--- src/inc/strap_config_defs.vh ---
// Functional notes
// - lane width strap low: one four-lane port
// - strap changes after window are ignored
// - even strap high powers both ports down
// - even power-down covers all four lanes
// - odd strap high powers odd port down
// - four-lane mode keeps odd port powered down
// - software override replaces even strap value
// - software override replaces odd strap value
// - strap drivers enabled only in test mode
`ifndef STRAP_CONFIG_DEFS_VH
`define STRAP_CONFIG_DEFS_VH

// sampling window after hard reset release, in core clocks
`define STRAP_HOLD_CYCLES     10
`define STRAP_CNT_W           4
// reset values of captured straps (pull resistor defaults)
`define LANE_WIDTH_RST        1'b0
`define PWRDN_RST             1'b1
// reset values of software fields, pin drivers and read data
`define SW_FIELD_RST          1'b0
`define OE_N_OFF              1'b1
`define DRV_RST               1'b0
`define RDATA_IDLE            32'h0000_0000
// strap slots in the synchronised vector, and lanes per macro
`define PIN_COUNT             3
`define PIN_LANE              0
`define PIN_EVEN              1
`define PIN_ODD               2
`define LANE_COUNT            4
// register map, word offsets
`define ADDR_W                4
`define REG_STATUS            4'h0
`define REG_OVERRIDE          4'h1
`define REG_TEST              4'h2
// status bit positions
`define ST_LANE_WIDTH         0
`define ST_EVEN_STRAP         1
`define ST_ODD_STRAP          2
`define ST_EVEN_PD            3
`define ST_ODD_PD             4
`define ST_DONE               5
// override bit positions
`define OV_EVEN_EN            0
`define OV_EVEN_VAL           1
`define OV_ODD_EN             2
`define OV_ODD_VAL            3
// test bit positions
`define TS_MODE               0
`define TS_DRIVE              1

`endif

--- src/logic/strap_sync.v ---
// three-stage synchroniser with agreement of the last two stages
module strap_sync #(
	parameter WIDTH = 3
) (
	// clock and reset
	input  wire             clk,
	input  wire             rst,
	// async pins in, settled levels out
	input  wire [WIDTH-1:0] pin_in,
	output reg  [WIDTH-1:0] level_q
);
	reg [WIDTH-1:0] s1_q;
	reg [WIDTH-1:0] s2_q;
	reg [WIDTH-1:0] s3_q;
	genvar i;

	////////////////////////////////////////////////////////////////
	// per-bit chain; a level counts once stages two and three agree
	generate
		for (i = 0; i < WIDTH; i = i + 1) begin : g_bit
			always @(posedge clk) begin
				if (rst) begin
					s1_q[i]    <= 1'b0;
					s2_q[i]    <= 1'b0;
					s3_q[i]    <= 1'b0;
					level_q[i] <= 1'b0;
				end else begin
					s1_q[i] <= pin_in[i];
					s2_q[i] <= s1_q[i];
					s3_q[i] <= s2_q[i];
					if (s2_q[i] == s3_q[i]) begin
						level_q[i] <= s3_q[i];
					end
				end
			end
		end
	endgenerate
endmodule

--- src/logic/serial_port_strap_config.v ---
// Implementation choices: the address map and the strobed register port.
`include "strap_config_defs.vh"

// strap capture and power-down control for an even/odd serial port pair
module serial_port_strap_config #(
	parameter HOLD_CYCLES = `STRAP_HOLD_CYCLES
) (
	// clock and synchronous reset
	input  wire                clk,
	input  wire                rst,
	// strap pins, each split into in/out/enable (enable low drives)
	input  wire                lane_width_strap_i,
	output reg                 lane_width_strap_o,
	output reg                 lane_width_strap_oe_n,
	input  wire                even_port_powerdown_strap_i,
	output reg                 even_port_powerdown_strap_o,
	output reg                 even_port_powerdown_strap_oe_n,
	input  wire                odd_port_powerdown_strap_i,
	output reg                 odd_port_powerdown_strap_o,
	output reg                 odd_port_powerdown_strap_oe_n,
	// register port
	input  wire [`ADDR_W-1:0]  addr,
	input  wire [31:0]         wdata,
	input  wire                wr,
	input  wire                rd,
	output reg  [31:0]         rdata,
	// controls to the port pair
	output reg                 single_lane_mode,
	output reg                 even_port_pd,
	output reg                 odd_port_pd,
	output reg  [3:0]          lane_pd
);
	// window state
	wire [`PIN_COUNT-1:0]   pin_level;
	reg  [`STRAP_CNT_W-1:0] win_cnt_q;
	reg  [`STRAP_CNT_W-1:0] win_cnt_d;
	reg                     done_q;
	reg                     done_d;

	// captured straps
	reg                     lane_width_q;
	reg                     even_strap_q;
	reg                     odd_strap_q;

	// software fields
	reg                     even_ov_en_q;
	reg                     even_ov_val_q;
	reg                     odd_ov_en_q;
	reg                     odd_ov_val_q;
	reg                     test_mode_q;
	reg                     test_drive_q;

	// decode results and register images
	reg                     even_pd_d;
	reg                     odd_pd_d;
	reg  [31:0]             status_word;
	reg  [31:0]             override_word;
	reg  [31:0]             test_word;
	reg  [31:0]             rdata_d;
	genvar                  ln;

	// every lane of the shared serializer macro switches together
	localparam LANES = `LANE_COUNT;

	////////////////////////////////////////////////////////////////
	// an enabled software override stands in for the captured strap;
	// the same choice serves both ports
	function pick_level;
		input ov_en;
		input ov_val;
		input strap_level;
		begin
			pick_level = ov_en ? ov_val : strap_level;
		end
	endfunction

	// register select, shared by both write processes
	function addr_hit;
		input [`ADDR_W-1:0] a;
		input [`ADDR_W-1:0] reg_addr;
		begin
			addr_hit = (a == reg_addr);
		end
	endfunction

	////////////////////////////////////////////////////////////////
	// pins cross into the core clock before anything looks at them
	strap_sync #(
		.WIDTH (`PIN_COUNT)
	) u_sync (
		.clk     (clk),
		.rst     (rst),
		.pin_in  ({odd_port_powerdown_strap_i, even_port_powerdown_strap_i,
		           lane_width_strap_i}),
		.level_q (pin_level)
	);

	////////////////////////////////////////////////////////////////
	// window counter; it stops once the window closes instead of
	// wrapping, so the capture can never reopen before the next reset
	always @* begin
		win_cnt_d = win_cnt_q;
		done_d    = done_q;
		if (!done_q) begin
			win_cnt_d = win_cnt_q + 1'b1;
			if (win_cnt_q == HOLD_CYCLES[`STRAP_CNT_W-1:0] - 1'b1) begin
				done_d = 1'b1;
			end
		end
	end

	// counter and window flag registers
	always @(posedge clk) begin
		if (rst) begin
			win_cnt_q <= {`STRAP_CNT_W{1'b0}};
			done_q    <= 1'b0;
		end else begin
			win_cnt_q <= win_cnt_d;
			done_q    <= done_d;
		end
	end

	////////////////////////////////////////////////////////////////
	// sampling window: follow the pins while the board holds them,
	// then freeze; sync latency is covered because the board keeps
	// the level stable through the whole window
	always @(posedge clk) begin
		if (rst) begin
			lane_width_q <= `LANE_WIDTH_RST;
			even_strap_q <= `PWRDN_RST;
			odd_strap_q  <= `PWRDN_RST;
		end else if (!done_q) begin
			lane_width_q <= pin_level[`PIN_LANE];
			even_strap_q <= pin_level[`PIN_EVEN];
			odd_strap_q  <= pin_level[`PIN_ODD];
		end
		// after the window the pins are never looked at again
	end

	////////////////////////////////////////////////////////////////
	// software writes to the override register; the fields only
	// reach the outputs once the window has closed
	always @(posedge clk) begin
		if (rst) begin
			even_ov_en_q  <= `SW_FIELD_RST;
			even_ov_val_q <= `SW_FIELD_RST;
			odd_ov_en_q   <= `SW_FIELD_RST;
			odd_ov_val_q  <= `SW_FIELD_RST;
		end else if (wr && addr_hit(addr, `REG_OVERRIDE)) begin
			even_ov_en_q  <= wdata[`OV_EVEN_EN];
			even_ov_val_q <= wdata[`OV_EVEN_VAL];
			odd_ov_en_q   <= wdata[`OV_ODD_EN];
			odd_ov_val_q  <= wdata[`OV_ODD_VAL];
		end
	end

	// software writes to the test register; the drive bit reaches
	// the pins only while the mode bit is set
	always @(posedge clk) begin
		if (rst) begin
			test_mode_q  <= `SW_FIELD_RST;
			test_drive_q <= `SW_FIELD_RST;
		end else if (wr && addr_hit(addr, `REG_TEST)) begin
			test_mode_q  <= wdata[`TS_MODE];
			test_drive_q <= wdata[`TS_DRIVE];
		end
	end

	////////////////////////////////////////////////////////////////
	// power-down decode from captured straps and overrides
	always @* begin
		even_pd_d = pick_level(even_ov_en_q, even_ov_val_q, even_strap_q);
		odd_pd_d  = pick_level(odd_ov_en_q, odd_ov_val_q, odd_strap_q);
		if (even_pd_d) begin
			odd_pd_d = 1'b1;
		end
		// four-lane mode beats software: the odd port has no lanes left
		if (!lane_width_q) begin
			odd_pd_d = 1'b1;
		end
	end

	////////////////////////////////////////////////////////////////
	// mode output; reads four-lane until the window closes, so the
	// port pair never starts up in a half-decided configuration
	always @(posedge clk) begin
		if (rst) begin
			single_lane_mode <= `LANE_WIDTH_RST;
		end else if (done_q) begin
			single_lane_mode <= lane_width_q;
		end
	end

	// port power-down; both ports stay down until the window closes
	always @(posedge clk) begin
		if (rst) begin
			even_port_pd <= `PWRDN_RST;
			odd_port_pd  <= `PWRDN_RST;
		end else if (done_q) begin
			even_port_pd <= even_pd_d;
			odd_port_pd  <= odd_pd_d;
		end
	end

	// one flop per lane, all fed by the even-port decision; no lane
	// of the macro can be powered on its own
	generate
		for (ln = 0; ln < LANES; ln = ln + 1) begin : g_lane
			always @(posedge clk) begin
				if (rst) begin
					lane_pd[ln] <= `PWRDN_RST;
				end else if (done_q) begin
					lane_pd[ln] <= even_pd_d;
				end
			end
		end
	endgenerate

	////////////////////////////////////////////////////////////////
	// pin drivers: only test mode may enable them, so in normal
	// operation the board straps never see contention
	always @(posedge clk) begin
		if (rst) begin
			lane_width_strap_oe_n <= `OE_N_OFF;
			lane_width_strap_o    <= `DRV_RST;
		end else begin
			lane_width_strap_oe_n <= ~test_mode_q;
			lane_width_strap_o    <= test_drive_q;
		end
	end

	// even power-down pin driver
	always @(posedge clk) begin
		if (rst) begin
			even_port_powerdown_strap_oe_n <= `OE_N_OFF;
			even_port_powerdown_strap_o    <= `DRV_RST;
		end else begin
			even_port_powerdown_strap_oe_n <= ~test_mode_q;
			even_port_powerdown_strap_o    <= test_drive_q;
		end
	end

	// odd power-down pin driver
	always @(posedge clk) begin
		if (rst) begin
			odd_port_powerdown_strap_oe_n <= `OE_N_OFF;
			odd_port_powerdown_strap_o    <= `DRV_RST;
		end else begin
			odd_port_powerdown_strap_oe_n <= ~test_mode_q;
			odd_port_powerdown_strap_o    <= test_drive_q;
		end
	end

	////////////////////////////////////////////////////////////////
	// register images, assembled apart from the read mux
	always @* begin
		status_word                 = `RDATA_IDLE;
		status_word[`ST_LANE_WIDTH] = lane_width_q;
		status_word[`ST_EVEN_STRAP] = even_strap_q;
		status_word[`ST_ODD_STRAP]  = odd_strap_q;
		status_word[`ST_EVEN_PD]    = even_port_pd;
		status_word[`ST_ODD_PD]     = odd_port_pd;
		status_word[`ST_DONE]       = done_q;
	end

	always @* begin
		override_word               = `RDATA_IDLE;
		override_word[`OV_EVEN_EN]  = even_ov_en_q;
		override_word[`OV_EVEN_VAL] = even_ov_val_q;
		override_word[`OV_ODD_EN]   = odd_ov_en_q;
		override_word[`OV_ODD_VAL]  = odd_ov_val_q;
	end

	always @* begin
		test_word            = `RDATA_IDLE;
		test_word[`TS_MODE]  = test_mode_q;
		test_word[`TS_DRIVE] = test_drive_q;
	end

	// read mux; unmapped addresses read zero, so software can probe
	// the map without side effects
	always @* begin
		case (addr)
			`REG_STATUS:   rdata_d = status_word;
			`REG_OVERRIDE: rdata_d = override_word;
			`REG_TEST:     rdata_d = test_word;
			default:       rdata_d = `RDATA_IDLE;
		endcase
	end

	// read data valid only the cycle after the strobe; dropping back
	// to zero keeps a stale word from passing as a fresh answer
	always @(posedge clk) begin
		if (rst) begin
			rdata <= `RDATA_IDLE;
		end else if (rd) begin
			rdata <= rdata_d;
		end else begin
			rdata <= `RDATA_IDLE;
		end
	end
endmodule

--- config.mk ---
export PLATFORM = sky130hd
export DESIGN_NAME = serial_port_strap_config
export DESIGN_NICKNAME = d
export VERILOG_FILES = /design/src/logic/strap_sync.v /design/src/logic/serial_port_strap_config.v
export VERILOG_INCLUDE_DIRS = /design/src /design/src/inc
export SDC_FILE = /design/constraint.sdc
export NUM_CORES = 1
export LEC_CHECK = 0
export ABC_AREA = 1
export BUFFER_PORTS_ARGS = -buffer_cell sky130_fd_sc_hd__buf_4
export CAP_MARGIN = 20
export CORE_ASPECT_RATIO = 0.75
export CORE_MARGIN = 3
export CORE_UTILIZATION = 40
export DETAILED_ROUTE_END_ITERATION = 8
export GPL_ROUTABILITY_DRIVEN = 0
export HOLD_SLACK_MARGIN = 0.05
export PLACE_DENSITY_LB_ADDON = 0.2
export SLEW_MARGIN = 20
export SYNTH_ARGS = -nofsm -noshare
export SYNTH_HDL_FRONTEND = slang
export SYNTH_SLANG_ARGS = --single-unit
--- constraint.sdc ---
create_clock -name clk -period 2.9 [get_ports clk]
set_clock_uncertainty 0.2 [all_clocks]
set_input_delay 0.29 -clock clk [delete_from_list [all_inputs] [get_ports clk]]
set_output_delay 0.29 -clock clk [all_outputs]
set_load 0.005 [all_outputs]
After elaboration in Yosys (flattened, before gate mapping):

Index checks and enable logic that the tools add are counted.

* bits in registers: 63
* input port bits: 43

* eq/ne operators: 6
* reduce and logical (&&, ||, !) cells: 4
* add/subtract/negate cells: 1
* bitwise gates (word level): 2
* multiplexer cells: 7

Operator list (number)
* 6-bit case mux with 3 select lines: 1
* 1-bit two-way mux: 6
* 4-bit by 1-bit adder with 4-bit output (second input constant): 1
* 4-bit by 1-bit == test with 1-bit output (second input constant): 1
* 4-bit by 2-bit == test with 1-bit output (second input constant): 1
* 4-bit == test (second input constant): 1
* 4-bit logical NOT: 1
* 1-bit == test: 3
* 1-bit logical AND: 2
* 1-bit NOT: 2
* 2-bit OR reduction: 1

Longest topological paths before layout:

* depth after elaboration: 3
* mapped depth: 6

Hierarchy:

Synthesis repeated with hierarchy kept, for this count alone.

* cell total of the unflattened synthesis: 211
* area total of the unflattened synthesis: 1687.9 µm²

Modules (own cells, without submodules)
* serial_port_strap_config: cells an instance 170, area an instance 1300.0 µm², times used 1
* strap_sync: cells an instance 41, area an instance 387.9 µm², times used 1

Worst setup path after synthesis:

No wires, ideal clock.

* kind: input -> register
* from: in addr[3]
* to: reg rdata[1]
* stages: 6
* setup slack: 1.804 ns
* setup time: 0.056 ns
* buffers on the path: 1
* arrival time: 0.841 ns
* cell sequence: nor2_4 buf_6 nand3_1 nand3_1 nand2_1 inv_1

* longest elaborated chain between the ends: 2

Ends and longest elaborated chain
* from (decl): RTL line serial_port_strap_config.v:22 `` input wire [`ADDR_W-1:0] addr, ``
* 4-bit by 2-bit == test with 1-bit output, or another cell as far along: RTL line serial_port_strap_config.v:283 `case (addr)`
* 6-bit case mux with 3 select lines *: RTL line serial_port_strap_config.v:283
* to (signal assigned): RTL line serial_port_strap_config.v:295 `` rdata <= `RDATA_IDLE; ``
* to (signal assigned): RTL line serial_port_strap_config.v:297 `rdata <= rdata_d;`
* to (signal assigned): RTL line serial_port_strap_config.v:299 `` rdata <= `RDATA_IDLE; ``
* to (decl): RTL line serial_port_strap_config.v:26 `output reg [31:0] rdata,`

Every way passes the cells marked *; elsewhere a longest branch is shown, timed or not.
A chain may end at the register's enable or synchronous reset.

==> metrics.md <==
| Metric | Value |
|---|---|
| Vias per cell | between 4 and 5 |
| First-pass GRT wire length | between 4 and 5 mm |
| Io pins | 88 |
| TNS Setup | 0 ns |
| Core Footprint | 3830 um2 |
| Worst Setup SP | lane_pd[3] |
| Layout net count | 286 |
| Clk_lat worst skew | approximately 0.28 ns |
| Clock Sinks | 37 |
| Drt first pass iters | 4 |
| Tmin final | ~1.4 ns |
| Max Cap Viol | 0 |
| Vias | ~1200 |
| Routed wire length | just under 3 mm |
| CP max FO | 7 |
| Row count | 19 |
| Routed wire length per instance | roughly 10 um |
| Worst r2r src | done_q |
| HPWL Detailed | 2.10 mm |
| Tot Pwr | approximately 0.00094 W |
| Worst path bufs/invs | 1 |
| Initial antenna violation count | 0 |
| Final ANT Viol Nets | 0 |
| Avg Cell Area, Syn | around 7.9 um2 |
| Number of DRC markers in iteration 0 | 95 |
| Slowest stage cell on the critical path | dfxtp_1 |
| Diodes inserted | 0 |
| Grt total ovfl | 0 |
| Largest net degree at the start of global routing | 18 |
| Crit path largest cell delay | roughly 0.46 ns |
| PD cells | between 400 and 500 nW/um2 |
| Die Ht | between 60 and 70 um |
| Total CTS buffers | 5 |
| Critical path endpoint category | output port |
| Input/output buffers | 33 |
| Sequential area share after synthesis | about 45% |
| Period utilization | approximately 48% |
| Initial cell density of the core | 43.3% |
| Vias in the first global route | 1070 |
| CTS H-tree lvls | 2 |
| VDD IR max | between 200 and 300 uV |
| F_max | about 0.72 GHz |
| Final Hold Fails | 0 |
| Critical path, cell by cell | buf_4 |
| Total GRT Usage | 12.4% |
| Cell family with most CP delay | flip-flops |
| Clk root buf | clkbuf_8 |
| Critical path class | reg -> out |
| CTS tree | done |
| Final Slew Violations | 0 |
| Layout Area Growth over Synthesis | 14.9% |
| Drc violations | 0 |
| Synth cell types | 22 |
| Mapped Cells | between 200 and 250 |
| CTS Buffer Depth | 2 |
| CP Data Required Time | around 2.4 ns |
| Min-delay src | wdata[0] |
| Die ar. | about 5000 um2 |
| Worst setup SP type | flop |
| Worst-path clk slew | roughly 0.07 ns |
| #FFs+latches synth | 37 |
| Syn. warnings | 0 |
| Worst EP arrival | ~0.9 ns |
| Hold WC Path Type | in -> reg |
| Final setup viols | 0 |
| Overall die width | between 80 and 90 um |
| Outcome | complete, no violations |
| Share of layout cells above drive strength 1 | 20.7% |
| RSZ-0062 raised after global routing | false |
| # Post-CTS Setup Buffers | 0 |
| Synthesized cell area | between 1500 and 2000 um2 |
| Leak pwr | roughly 0.90 nW |
cell usage in the layout, fill, tap and decap left out, drive strengths merged:
| cell type | n |
|---|---|
| o211ai | 2 |
| ha | 2 |
| a21oi | 14 |
| o21ai | 7 |
| a31oi | 1 |
| buf | 33 |
| nand3 | 15 |
| inv | 27 |
| nand4 | 3 |
| conb | 26 |
| clkbuf | 8 |
| dfxtp | 37 |
| nor2 | 29 |
| nand2 | 31 |
| dlygate4sd3 | 5 |
| nor4 | 2 |
cells in the mapped netlist:
master / count / area (um2)
nand3_4: 1 / 17.5
nand4_1: 3 / 18.8
inv_1: 22 / 82.6
a31oi_1: 1 / 6.26
nor2_4: 2 / 22.5
nor2_2: 2 / 12.5
nand2_1: 30 / 113
inv_2: 5 / 18.8
dfxtp_1: 37 / 741
buf_4: 35 / 263
o21ai_0: 7 / 35.0
buf_6: 1 / 11.3
nand2_2: 1 / 6.26
nand3_1: 13 / 65.1
nand3_2: 1 / 10.0
nor4_1: 2 / 12.5
ha_1: 2 / 25.0
buf_2: 3 / 15.0
conb_1: 1 / 3.75
a21oi_1: 14 / 70.1
nor2_1: 25 / 93.8
o211ai_1: 2 / 15.0
final cells by class:
| cell class | instances | area [um2] |
|---|---|---|
| clock buffers | 8 | 80.1 |
| fillers | 386 | 1920 |
| inverters | 27 | 101 |
| multi-input cells | 132 | 621 |
| flip-flops and latches | 37 | 741 |
| well taps | 52 | 65.1 |
| repair buffers | 38 | 298 |
sequential cells by signal, summed over array words and instances (netlist names):
name / cells
even_port_powerdown_strap_oe_n: 1
test_mode_q: 1
odd_port_pd: 1
u_sync.level_q: 3
u_sync.s3_q: 3
test_drive_q: 1
even_ov_val_q: 1
win_cnt_q: 4
lane_width_q: 1
even_port_powerdown_strap_o: 1
done_q: 1
odd_ov_val_q: 1
odd_ov_en_q: 1
even_ov_en_q: 1
u_sync.s1_q: 3
lane_pd: 1
even_strap_q: 1
odd_strap_q: 1
rdata: 6
single_lane_mode: 1
u_sync.s2_q: 3
cell families (layout without fill, tap and decap cells):
logic type | Yosys count | in the layout | share of synthesized area (%)
compound gates | 24 | 24 | 7.62
fa+ha+maj | 2 | 2 | 1.51
buf+inv | 66 | 73 | 23.5
flops | 37 | 37 | 44.7
other cells | 1 | 26 | 0.226
simple gates | 80 | 80 | 22.4
per-layer routing:
metal | routed length [um] | vias up | track usage (%)
met3 | 230 | 5 | 4.03
met4 | 38 | 0 | 5.78
met2 | 1210 | 36 | 17.7
li1 | - | 655 | -
met1 | 1490 | 521 | 17.3
met5 | 0 | - | 0
power breakdown:
part,switching [W],internal [W],total [W]
combinational,0.0000465,0.0000311,0.0000776
sequential,0.00000864,0.000521,0.000530
clock,0.000164,0.000171,0.000334
repair_timing:
action                                 in CTS  in global routing
hold buffers                                5                  0
resized for setup                           0                  0
endpoints found under the hold margin       6                  0
worst min-delay path, cell delays in order:
cell and delay, ns:
buf_4 0.09, nor2_1 0.04, nor2_1 0.09
final timing paths:
kind                                        to  slack [ns]  cells past startpoint
worst min-delay path              even_ov_en_q        0.06                      3
worst min register to register  u_sync.s2_q[0]        0.20                      2
worst max register to register    win_cnt_q[2]        1.63                      4
worst max-delay path                lane_pd[2]        1.51                      1
per-stage QoR:
stage	hold slack [ns]	cells	setup slack [ns]	util, %	instance area, um2
floorplan	0.179	235	1.80	-	1750
global placement	0.190	281	1.44	46.4	1780
detailed placement	0.194	281	1.46	46.4	1780
CTS	0.0557	294	1.49	49.8	1910
global route	0.0681	294	1.47	49.8	1910
finish	0.0642	294	1.51	49.8	1910
Power figures use the tool's default switching activity.
